<file path="src/clock_ctrl_defines.vh">
// Purpose: offsets, field positions and reset values of the clock control
// Assumes: 32-bit APB, one register per aligned word
// Notes:   included by the clock control module only, not by pow2_divider
`ifndef CLOCK_CTRL_DEFINES_VH
`define CLOCK_CTRL_DEFINES_VH

// register byte offsets
`define OFS_OSC_CONTROL   12'h000
`define OFS_CLOCK_DIVIDER 12'h004
`define OFS_UNLOCK_KEY    12'h008
`define OFS_IRQ_STATUS    12'h00C
`define OFS_IRQ_MASK      12'h010

// unlock key words
`define UNLOCK_KEY_FIRST  8'h46
`define UNLOCK_KEY_SECOND 8'h57

// osc_control_reg fields
`define OSC_CUR_HI        14
`define OSC_CUR_LO        12
`define OSC_NEW_HI        10
`define OSC_NEW_LO        8
`define OSC_FAIL_BIT      3
`define OSC_SWITCH_BIT    0
`define OSC_NEW_RESET     3'h0
`define OSC_CUR_RESET     3'h0

// clock_divider_reg fields
`define DIV_ROI_BIT       15
`define DIV_DOZE_HI       14
`define DIV_DOZE_LO       12
`define DIV_REDUCE_RATIO_ENABLE_BIT     11
`define DIV_FRC_HI        10
`define DIV_FRC_LO        8
`define DIV_PRE_HI        3
`define DIV_PRE_LO        0
`define DIV_DOZE_RESET    3'h3
`define DIV_FRC_RESET     3'h0
`define DIV_PRE_RESET     4'h1

// interrupt status bits
`define IRQ_FAIL_BIT      0
`define IRQ_SWITCH_BIT    1
`define IRQ_RECOVER_BIT   2
`define IRQ_WIDTH         3

`endif

</file>
<file path="src/clock_switch_and_divider_ctrl.v">
// Purpose: oscillator switch and clock divider control behind APB
// Assumes: fail and switch-done inputs come from other clock domains
// Notes:   dividers deliver tick enables at the divided rates
//
// The address map and the APB slave port were chosen for this implementation.
`timescale 1ns/1ps
`include "clock_ctrl_defines.vh"

module clock_switch_and_divider_ctrl (
    input  wire        pclk,
    input  wire        presetn,
    input  wire        psel,
    input  wire        penable,
    input  wire        pwrite,
    input  wire [11:0] paddr,
    input  wire [31:0] pwdata,
    output reg  [31:0] prdata,
    output wire        pready,
    output wire        pslverr,
    input  wire        monitor_fail,
    input  wire        switch_done,
    input  wire        cpu_interrupt,
    output wire [2:0]  new_source_select,
    output wire        switch_request,
    output reg         osc_fail_trap,
    output wire        periph_tick,
    output wire        fast_rc_tick,
    output wire        irq
);

    ////////////////////////////////////////////////////////////////////////
    // state

    reg  [2:0]  current_source;
    reg  [2:0]  new_source;
    reg         clock_fail_flag;
    reg         switch_req;
    reg         recover_on_irq;
    reg  [2:0]  doze_ratio;
    reg         reduce_ratio_enable;
    reg  [2:0]  fast_rc_postscale;
    reg  [3:0]  pll_input_divider;
    reg  [1:0]  unlock_state;
    reg  [`IRQ_WIDTH-1:0] irq_status;
    reg  [`IRQ_WIDTH-1:0] irq_mask;
    reg  [`IRQ_WIDTH-1:0] read_snapshot;

    localparam [1:0] UNLOCK_IDLE  = 2'd0;
    localparam [1:0] UNLOCK_HALF  = 2'd1;
    localparam [1:0] UNLOCK_ARMED = 2'd2;

    wire        setup_phase;
    wire        access_phase;
    wire        wr;
    wire        rd;
    wire        mapped;
    wire        fail_event;
    wire        done_event;
    wire        osc_write;
    wire        div_write;
    wire        sw_sets_fail;
    wire        recover_event;
    wire [2:0]  next_doze_ratio;
    wire [2:0]  effective_doze;
    wire [3:0]  frc_code;
    wire [1:0]  async_in;
    wire [1:0]  synced;
    wire [1:0]  synced_d1;
    wire [31:0] osc_word;
    wire [31:0] div_word;
    wire [`IRQ_WIDTH-1:0] irq_events;
    reg  [31:0] next_prdata;

    ////////////////////////////////////////////////////////////////////////
    // bus decode

    assign setup_phase  = psel & ~penable;
    assign access_phase = psel & penable;
    assign mapped = (paddr == `OFS_OSC_CONTROL) |
                    (paddr == `OFS_CLOCK_DIVIDER) |
                    (paddr == `OFS_UNLOCK_KEY) |
                    (paddr == `OFS_IRQ_STATUS) |
                    (paddr == `OFS_IRQ_MASK);
    assign pready  = 1'b1;
    assign pslverr = access_phase & ~mapped;
    assign wr = access_phase & pwrite & mapped;
    assign rd = access_phase & ~pwrite & mapped;

    assign osc_write = wr & (paddr == `OFS_OSC_CONTROL) &
                       (unlock_state == UNLOCK_ARMED);
    assign div_write = wr & (paddr == `OFS_CLOCK_DIVIDER);

    ////////////////////////////////////////////////////////////////////////
    // input synchronisers and edges

    assign async_in = {switch_done, monitor_fail};

    genvar gi;
    generate
        for (gi = 0; gi < 2; gi = gi + 1) begin : g_sync
            reg stage_one;
            reg stage_two;
            reg stage_prev;
            always @(posedge pclk or negedge presetn) begin
                if (!presetn) begin
                    stage_one  <= 1'b0;
                    stage_two  <= 1'b0;
                    stage_prev <= 1'b0;
                end else begin
                    stage_one  <= async_in[gi];
                    stage_two  <= stage_one;
                    stage_prev <= stage_two;
                end
            end
            assign synced[gi]    = stage_two;
            assign synced_d1[gi] = stage_prev;
        end
    endgenerate

    assign fail_event    = synced[0] & ~synced_d1[0];
    assign done_event    = synced[1] & ~synced_d1[1] & switch_req;
    assign sw_sets_fail  = osc_write & pwdata[`OSC_FAIL_BIT];
    assign recover_event = recover_on_irq & cpu_interrupt &
                           reduce_ratio_enable;

    ////////////////////////////////////////////////////////////////////////
    // unlock sequence

    always @(posedge pclk or negedge presetn) begin
        if (!presetn) begin
            unlock_state <= UNLOCK_IDLE;
        end else if (wr & (paddr == `OFS_UNLOCK_KEY)) begin
            case (unlock_state)
                UNLOCK_IDLE: begin
                    if (pwdata[7:0] == `UNLOCK_KEY_FIRST)
                        unlock_state <= UNLOCK_HALF;
                end
                UNLOCK_HALF: begin
                    if (pwdata[7:0] == `UNLOCK_KEY_SECOND)
                        unlock_state <= UNLOCK_ARMED;
                    else
                        unlock_state <= UNLOCK_IDLE;
                end
                default: begin
                    unlock_state <= UNLOCK_IDLE;
                end
            endcase
        end else if (wr & (paddr == `OFS_OSC_CONTROL)) begin
            unlock_state <= UNLOCK_IDLE;
        end
    end

    ////////////////////////////////////////////////////////////////////////
    // oscillator control

    always @(posedge pclk or negedge presetn) begin
        if (!presetn) begin
            new_source      <= `OSC_NEW_RESET;
            current_source  <= `OSC_CUR_RESET;
            clock_fail_flag <= 1'b0;
            switch_req      <= 1'b0;
            osc_fail_trap   <= 1'b0;
        end else begin
            osc_fail_trap <= fail_event | sw_sets_fail;
            if (osc_write)
                new_source <= pwdata[`OSC_NEW_HI:`OSC_NEW_LO];
            if (fail_event | sw_sets_fail)
                clock_fail_flag <= 1'b1;
            else if (osc_write)
                clock_fail_flag <= 1'b0;
            if (osc_write & pwdata[`OSC_SWITCH_BIT])
                switch_req <= 1'b1;
            else if (done_event)
                switch_req <= 1'b0;
            if (done_event)
                current_source <= new_source;
        end
    end

    ////////////////////////////////////////////////////////////////////////
    // clock divider control

    assign next_doze_ratio = (div_write & ~reduce_ratio_enable) ?
                             pwdata[`DIV_DOZE_HI:`DIV_DOZE_LO] :
                             doze_ratio;

    always @(posedge pclk or negedge presetn) begin
        if (!presetn) begin
            recover_on_irq      <= 1'b0;
            doze_ratio          <= `DIV_DOZE_RESET;
            reduce_ratio_enable <= 1'b0;
            fast_rc_postscale   <= `DIV_FRC_RESET;
            pll_input_divider   <= `DIV_PRE_RESET;
        end else begin
            doze_ratio <= next_doze_ratio;
            if (div_write) begin
                recover_on_irq    <= pwdata[`DIV_ROI_BIT];
                fast_rc_postscale <= pwdata[`DIV_FRC_HI:`DIV_FRC_LO];
                pll_input_divider <= pwdata[`DIV_PRE_HI:`DIV_PRE_LO];
            end
            if (recover_event)
                reduce_ratio_enable <= 1'b0;
            else if (div_write & ~pwdata[`DIV_REDUCE_RATIO_ENABLE_BIT])
                reduce_ratio_enable <= 1'b0;
            else if (div_write & (next_doze_ratio != 3'h0))
                reduce_ratio_enable <= 1'b1;
        end
    end

    assign effective_doze = reduce_ratio_enable ? doze_ratio : 3'h0;

    pow2_divider #(
        .CODE_W (3),
        .CNT_W  (8)
    ) u_doze_div (
        .pclk    (pclk),
        .presetn (presetn),
        .code    (effective_doze),
        .tick    (periph_tick)
    );

    // top postscale code skips a power: it divides by 256
    assign frc_code = (fast_rc_postscale == 3'h7) ? 4'h8 :
                      {1'b0, fast_rc_postscale};

    pow2_divider #(
        .CODE_W (4),
        .CNT_W  (9)
    ) u_frc_div (
        .pclk    (pclk),
        .presetn (presetn),
        .code    (frc_code),
        .tick    (fast_rc_tick)
    );

    ////////////////////////////////////////////////////////////////////////
    // interrupts

    assign irq_events = {recover_event, done_event, fail_event | sw_sets_fail};

    always @(posedge pclk or negedge presetn) begin
        if (!presetn) begin
            irq_status <= {`IRQ_WIDTH{1'b0}};
            irq_mask   <= {`IRQ_WIDTH{1'b0}};
        end else begin
            if (rd & (paddr == `OFS_IRQ_STATUS))
                irq_status <= (irq_status & ~read_snapshot) | irq_events;
            else
                irq_status <= irq_status | irq_events;
            if (wr & (paddr == `OFS_IRQ_MASK))
                irq_mask <= pwdata[`IRQ_WIDTH-1:0];
        end
    end

    assign irq = |(irq_status & irq_mask);

    ////////////////////////////////////////////////////////////////////////
    // read data, captured in the setup phase

    assign osc_word = {17'h00000, current_source, 1'b0, new_source,
                       4'h0, clock_fail_flag, 2'b00, switch_req};
    assign div_word = {16'h0000, recover_on_irq, doze_ratio,
                       reduce_ratio_enable, fast_rc_postscale,
                       4'h0, pll_input_divider};

    always @* begin
        next_prdata = 32'h00000000;
        case (paddr)
            `OFS_OSC_CONTROL:   next_prdata = osc_word;
            `OFS_CLOCK_DIVIDER: next_prdata = div_word;
            `OFS_IRQ_STATUS:    next_prdata = {29'h00000000, irq_status};
            `OFS_IRQ_MASK:      next_prdata = {29'h00000000, irq_mask};
            default:            next_prdata = 32'h00000000;
        endcase
    end

    always @(posedge pclk or negedge presetn) begin
        if (!presetn) begin
            prdata        <= 32'h00000000;
            read_snapshot <= {`IRQ_WIDTH{1'b0}};
        end else if (setup_phase) begin
            prdata        <= next_prdata;
            read_snapshot <= irq_status;
        end
    end

    assign new_source_select = new_source;
    assign switch_request    = switch_req;

endmodule

</file>
<file path="src/pow2_divider.v">
// Purpose: tick generator dividing the clock by two to the power of a code
// Assumes: code may change at any time; counter restarts cleanly
// Notes:   code 0 gives a tick on every cycle
`timescale 1ns/1ps

module pow2_divider #(
    parameter CODE_W = 3,
    parameter CNT_W  = 8
) (
    input  wire              pclk,
    input  wire              presetn,
    input  wire [CODE_W-1:0] code,
    output reg               tick
);

    reg  [CNT_W-1:0] count;
    wire [CNT_W-1:0] limit;

    // terminal count is 2^code - 1
    assign limit = ({{(CNT_W-1){1'b0}}, 1'b1} << code) - {{(CNT_W-1){1'b0}}, 1'b1};

    always @(posedge pclk or negedge presetn) begin
        if (!presetn) begin
            count <= {CNT_W{1'b0}};
            tick  <= 1'b0;
        end else if (count >= limit) begin
            count <= {CNT_W{1'b0}};
            tick  <= 1'b1;
        end else begin
            count <= count + {{(CNT_W-1){1'b0}}, 1'b1};
            tick  <= 1'b0;
        end
    end

endmodule

</file>
<file path="config.mk">
export PLATFORM = sky130hd
export DESIGN_NAME = clock_switch_and_divider_ctrl
export DESIGN_NICKNAME = d
export VERILOG_FILES = /design/src/clock_switch_and_divider_ctrl.v /design/src/pow2_divider.v
export VERILOG_INCLUDE_DIRS = /design/src /design/src/src
export SDC_FILE = /design/constraint.sdc
export NUM_CORES = 1
export LEC_CHECK = 0
export BUFFER_PORTS_ARGS = -buffer_cell sky130_fd_sc_hd__buf_2
export CAP_MARGIN = 0
export CORE_MARGIN = 4
export CORE_UTILIZATION = 35
export CTS_CLUSTER_SIZE = 24
export DETAILED_ROUTE_END_ITERATION = 10
export PLACE_DENSITY_LB_ADDON = 0.2
export SLEW_MARGIN = 20
export SYNTH_ARGS = -nofsm -noshare
export SYNTH_HDL_FRONTEND = slang
export SYNTH_SLANG_ARGS = --single-unit
</file>
<file path="constraint.sdc">
create_clock -name pclk -period 3.5 [get_ports pclk]
set_clock_uncertainty 0.15 [all_clocks]
set_input_delay 0.35 -clock pclk [delete_from_list [all_inputs] [get_ports pclk]]
set_output_delay 0.35 -clock pclk [all_outputs]
set_load 0.05 [all_outputs]
</file>
=== Word-level counts from Yosys, hierarchy flattened ===
Cells that the tools add are included.

* Bitwise logic cells: 40
* Shifts and indexed selects: 2
* Eq/ne operators: 10
* Divide/modulo/power cells: 0
* Order comparisons: 2
* Muxes and demuxes: 21
* Reductions and logical operators: 9
* Multiply operators: 0
* Add/sub/neg operators: 4

{| class="wikitable"
|+ Operators with widths
! operator !! count
|-
| $pmux 16 s4 || 1
|-
| $eq 12x4->1 const B || 2
|-
| $and 1x1->1 || 23
|-
| $eq 8x7->1 const B || 2
|-
| $eq 12x3->1 const B || 1
|-
| $eq 12x5->1 const B || 1
|-
| $logic_not 12->1 || 1
|-
| $add 9x1->9 const B || 1
|-
| $ge 9x9->1 || 1
|-
| $mux 1 || 9
|-
| $mux 3 || 3
|-
| $mux 9 || 1
|-
| $shl 1x4->9 const A || 1
|-
| $sub 9x1->9 const B || 1
|-
| $add 8x1->8 const B || 1
|-
| $ge 8x8->1 || 1
|-
| $mux 2 || 4
|-
| $mux 8 || 1
|-
| $shl 1x3->8 const A || 1
|-
| $sub 8x1->8 const B || 1
|-
| $not 1->1 || 7
|-
| $and 3x3->3 || 2
|-
| $or 3x3->3 || 2
|-
| $reduce_bool 2->1 || 3
|-
| other kinds (12) || 17
|}

* Logic and storage cells: 113
* Memory bits (writable): 0
* ROM bits: 0
* Input port bits: 52
* Output and inout port bits: 42
* Latch bits: 0
* Flip-flop bits (word level): 89
* Memories kept: 0

=== Depth between registers and ports, before layout ===
* Word-level depth: 14
* Depth in mapped cells: 12
* Depth with buffers taken out: 10

=== Hierarchy ===
From an unflattened synthesis, not the netlist that was laid out.

* Cell total of the unflattened synthesis: 353
* Area total of the unflattened synthesis: 3878.7 um2

{| class="wikitable"
|+ By module, submodules not included
! module !! area an instance (um2) !! seq. area each (um2) !! cells each !! times used
|-
| clock_switch_and_divider_ctrl || 2437.3 || 1255.0 || 201 || 1
|-
| pow2_divider at u_frc_div || 787.0 || 250.2 || 87 || 1
|-
| pow2_divider at u_doze_div || 654.4 || 225.2 || 65 || 1
|}

=== Worst setup path before layout ===
Ideal clock, no wire load.

* Kind: reg2reg
* From: reg doze_ratio[1]
* To: reg u_doze_div.tick
* Data required time: 3231 ps
* Setup time: 119 ps
* Path slack: 1044 ps
* Path buffers: 1
* Data arrival time: 2187 ps
* Cell stages (with the launch flop): 11
* Clock period less this slack: 2456 ps
* Path through: dfstp_2 clkbuf_1 o31a_1 ha_1 nand2_1 o21ai_0 a32oi_1 ha_1 a2111oi_0 o21ai_1 and2_1

* Longest elaborated chain between the ends: 5

{| class="wikitable"
|+ RTL lines
! item !! line !! source
|-
| from (decl) || clock_switch_and_divider_ctrl.v:39 || <nowiki>reg [2:0] doze_ratio;</nowiki>
|-
| from (signal assigned) || clock_switch_and_divider_ctrl.v:190 || <nowiki>doze_ratio <= `DIV_DOZE_RESET;</nowiki>
|-
| from (signal assigned) || clock_switch_and_divider_ctrl.v:195 || <nowiki>doze_ratio <= next_doze_ratio;</nowiki>
|-
| $mux 3 || clock_switch_and_divider_ctrl.v:210 || <nowiki>assign effective_doze = reduce_ratio_enable ? doze_ratio : 3'h0;</nowiki>
|-
| $shl 1x3->8 || pow2_divider.v:20 || <nowiki>assign limit = ({{(CNT_W-1){1'b0}}, 1'b1} << code) - {{(CNT_W-1){1'b0}}, 1'b1};</nowiki>
|-
| $sub 8x1->8 || pow2_divider.v:20 ||
|-
| $ge 8x8->1 || pow2_divider.v:26 || <nowiki>end else if (count >= limit) begin</nowiki>
|-
| $mux 1 || pow2_divider.v:26 ||
|-
| to (signal assigned) || pow2_divider.v:25 || <nowiki>tick <= 1'b0;</nowiki>
|-
| to (signal assigned) || pow2_divider.v:28 || <nowiki>tick <= 1'b1;</nowiki>
|-
| to (signal assigned) || pow2_divider.v:31 || <nowiki>tick <= 1'b0;</nowiki>
|-
| to (decl) || pow2_divider.v:13 || <nowiki>output reg tick</nowiki>
|}

No other way between the ends.
A chain may end at the register's enable or synchronous reset.

=== Final worst setup path ===
* From: reg doze_ratio[2]
* To: reg u_doze_div.tick

The elaborated chain is that of the path after synthesis.

==> flow_metrics.env <==
export IMPL_die_x_um=110
export IMPL_coreArea_um2=10300
export IMPL_setup_viol=0
export IMPL_tns_ns=0
export IMPL_drc=0
export IMPL_max_cap_violations=0
export IMPL_path_buf_inv=0
export IMPL_power_switching_uw=619
export IMPL_synth_area_per_cell_um2=11.0
export IMPL_ys_seq_elements=69
export IMPL_cts_sinks=69
export IMPL_grt_use_total=0.147
export IMPL_grt_pass1_wl_um=13600
export IMPL_max_freq_mhz=385
export IMPL_seqPwrFrac=0.473
export IMPL_fin_crit_ns=2.59
export IMPL_die_h_um=110
export IMPL_dp_hpwl_um=6000
export IMPL_worstPathArrival_ns=2.68
export IMPL_cp_common_cell="ha_1"
export IMPL_viasPerCell=5.05
export IMPL_row_count=37
export IMPL_synth_area_leaders="dfrtp_1, ha_1, mux2_2"
export IMPL_async_flop_share=1.00
export IMPL_slew_violations=0
export IMPL_peakVddDrop_uv=177
export IMPL_final_cells=533
export IMPL_syn_cell_area_um2=3670
export IMPL_max_stage_delay_ns=0.48
export IMPL_synth_edf_count=0
export IMPL_critPathCaptureType="register"
export IMPL_cts_buffers_inserted=9
export IMPL_critPathLaunchType="register"
export IMPL_dr_pass1_iters=4
export IMPL_drt_iter0_markers=68
export IMPL_place_gp_congestion=0.796
export IMPL_final_nets=464
export IMPL_path_clk_slew_ns=0.08
export IMPL_post_cts_buffers=0
export IMPL_clock_latency_ns=0.34
export IMPL_crit_required_ns=3.59
export IMPL_layout_setup_ws_ns=0.905
export IMPL_ios=94
export IMPL_power_frac_comb=0.198
export IMPL_ys_types=56
export IMPL_io_buffers=56
export IMPL_yosysWarnings=0
export IMPL_diodes=0
export IMPL_grt_pass1_vias=2642
export IMPL_htree_levels=3
export IMPL_drive_gt1_frac=0.270
export IMPL_place_inst=514
export IMPL_synth_seq_area_share=0.472
export IMPL_synth_common_cells="dfrtp_1, buf_4, ha_1, nand3_1"
export IMPL_switching_share=0.323
export IMPL_die_area_um2=12200
export IMPL_p_per_area_nw_per_um2=453
export IMPL_final_area_um2=4230
export IMPL_grt_remaining_overflow=0
export IMPL_vias=2691
export IMPL_crit_family="compound AO/OA/AOI/OAI gates"
export IMPL_clock_path_buffers=2
export IMPL_cts_tree="built"
export IMPL_synth_top_area_frac=0.450
export IMPL_final_hold_violation_count=0
export IMPL_root_buffer="clkbuf_8"
export IMPL_p_int_uw=1300
export IMPL_grt_max_degree=34
export IMPL_clkPwrFrac=0.329
export IMPL_yosysMostFrequentCell="dfrtp_1"
export IMPL_syn_inst=332
export IMPL_synth_ff_type="dfrtp_1"
export IMPL_place_area_um2=4010
export IMPL_critPathSlowestCell="dfrtp_1"
export IMPL_ant_nets=0
export IMPL_relSlewSlack=0.507
export IMPL_antenna_found_initial=0
export IMPL_run_status="finished clean"
export IMPL_path_cells="o31a_1 -> ha_1 -> o21ai_0 -> a32oi_1 -> ha_1 -> a2111oi_0 -> o21ai_1 -> and2_1"
export IMPL_crit_path_max_fanout=10
export IMPL_dp_slack_ns=0.906
export IMPL_synth_top_area_cell="dfrtp_1"
export IMPL_routed_wl_um=8030
export IMPL_final_util=0.412
export IMPL_initial_core_util=0.357
export IMPL_syn_to_final_growth_pct=15.4
export IMPL_hold_path_class="input pin to register"
export IMPL_worst_pin_slew_ns=0.739
export IMPL_wire_per_inst_um=15.1
export IMPL_rsz0062_at_grt="no"
export IMPL_power_leakage_uw=0.00206
export IMPL_fin_crit_sh=0.741
export IMPL_rrSetupSlack_ns=0.91
export IMPL_path_class="register to register"
## cells by family (layout without fill, tap and decap cells)
family,after synthesis,after routing,synth area share
simple gates,95,95,0.163
flops,69,69,0.472
compound gates,68,68,0.127
buf+inv,42,86,0.0648
mux,22,22,0.0699
fa+ha+maj,20,20,0.0682
xor+xnor,14,14,0.0334
other cells,2,23,0.00205
## area by class of cell
type	instances	area, µm²
multi-input cells	242	1780
well taps	136	170
inverters	8	30.0
flip-flops and latches	69	1730
repair buffers	62	333
clock buffers	10	128
fillers	1011	6040
clock inverters	6	63.8
## power by group through the flow
stage	Sequential [µW]	Clock, µW	Combinational (µW)
after CTS	909	655	383
after global placement	922	0	371
after global routing	919	690	433
after detailed placement	924	0	377
final	908	632	379
after floorplan	946	0	252
## worst register-to-register path: cells and delay by family, from the launching register on
family / cells / cell delay, ns
DFF: 1 / 0.48
AOI/OAI and AO/OA: 5 / 1.20
adders and majority gates: 2 / 0.44
and+or+nand+nor: 1 / 0.23
## routing by layer
metal,vias up,global-route usage,part of all wire
met5,-,0,0
met4,0,0.0589,0.019
met3,12,0.0338,0.045
met2,65,0.214,0.45
met1,1312,0.210,0.49
li1,1302,-,-
## registers in the layout, summed over array words and instances, names as in the netlist, 4 cells and up
| name | flops |
|---|---|
| prdata | 12 |
| u_frc_div.count | 9 |
| pll_input_divider | 4 |
| u_doze_div.count | 8 |
## path summary, 6_finish.rpt
| kind | startpoint | endpoint | depth (start not counted) |
|---|---|---|---|
| worst min-delay path | pwdata[15] | recover_on_irq$_DFFE_PN0N_ | 2 |
| max in group asynchronous | presetn | pll_input_divider[0]$_DFFE_PN1N_ | 3 |
| worst max-delay path | doze_ratio[2]$_DFF_PN0_ | u_doze_div.tick$_DFF_PN0_ | 8 |
| worst max register to register | doze_ratio[2]$_DFF_PN0_ | u_doze_div.tick$_DFF_PN0_ | 8 |
| min in group asynchronous | presetn | u_doze_div.count[5]$_DFF_PN0_ | 2 |
| worst min register to register | g_sync[0].stage_one$_DFF_PN0_ | g_sync[0].stage_two$_DFF_PN0_ | 0 |
## cells in the final DEF, fill, tap and decap left out, drive strengths merged, types with 4 or more instances in the layout
cell type,count
nand2,17
inv,8
o21ai,17
and3,9
a221o,7
and4,9
a21oi,17
nand4,4
nand3,18
clkbuf,10
ha,20
nand2b,9
buf,59
xor2,11
nor2b,4
a21o,4
nor3,5
dfrtp,66
mux2,20
conb,23
nor2,7
## per-stage QoR
stage | hold WS (ns) | total power (µW)
2_1_floorplan | -0.0956 | 1200
3_3_place_gp | 0.183 | 1290
3_5_place_dp | 0.188 | 1300
4_1_cts | 0.0722 | 1950
5_1_grt | 0.0756 | 2040
6_report | 0.0903 | 1920
## repair_timing
action / in CTS / in global routing
resized for setup: 0 / 0
endpoints found under the setup margin: 0 / 0
hold endpoints to repair: 33 / 0
hold buffers: 3 / 0
(Power assumes the default switching activity.)
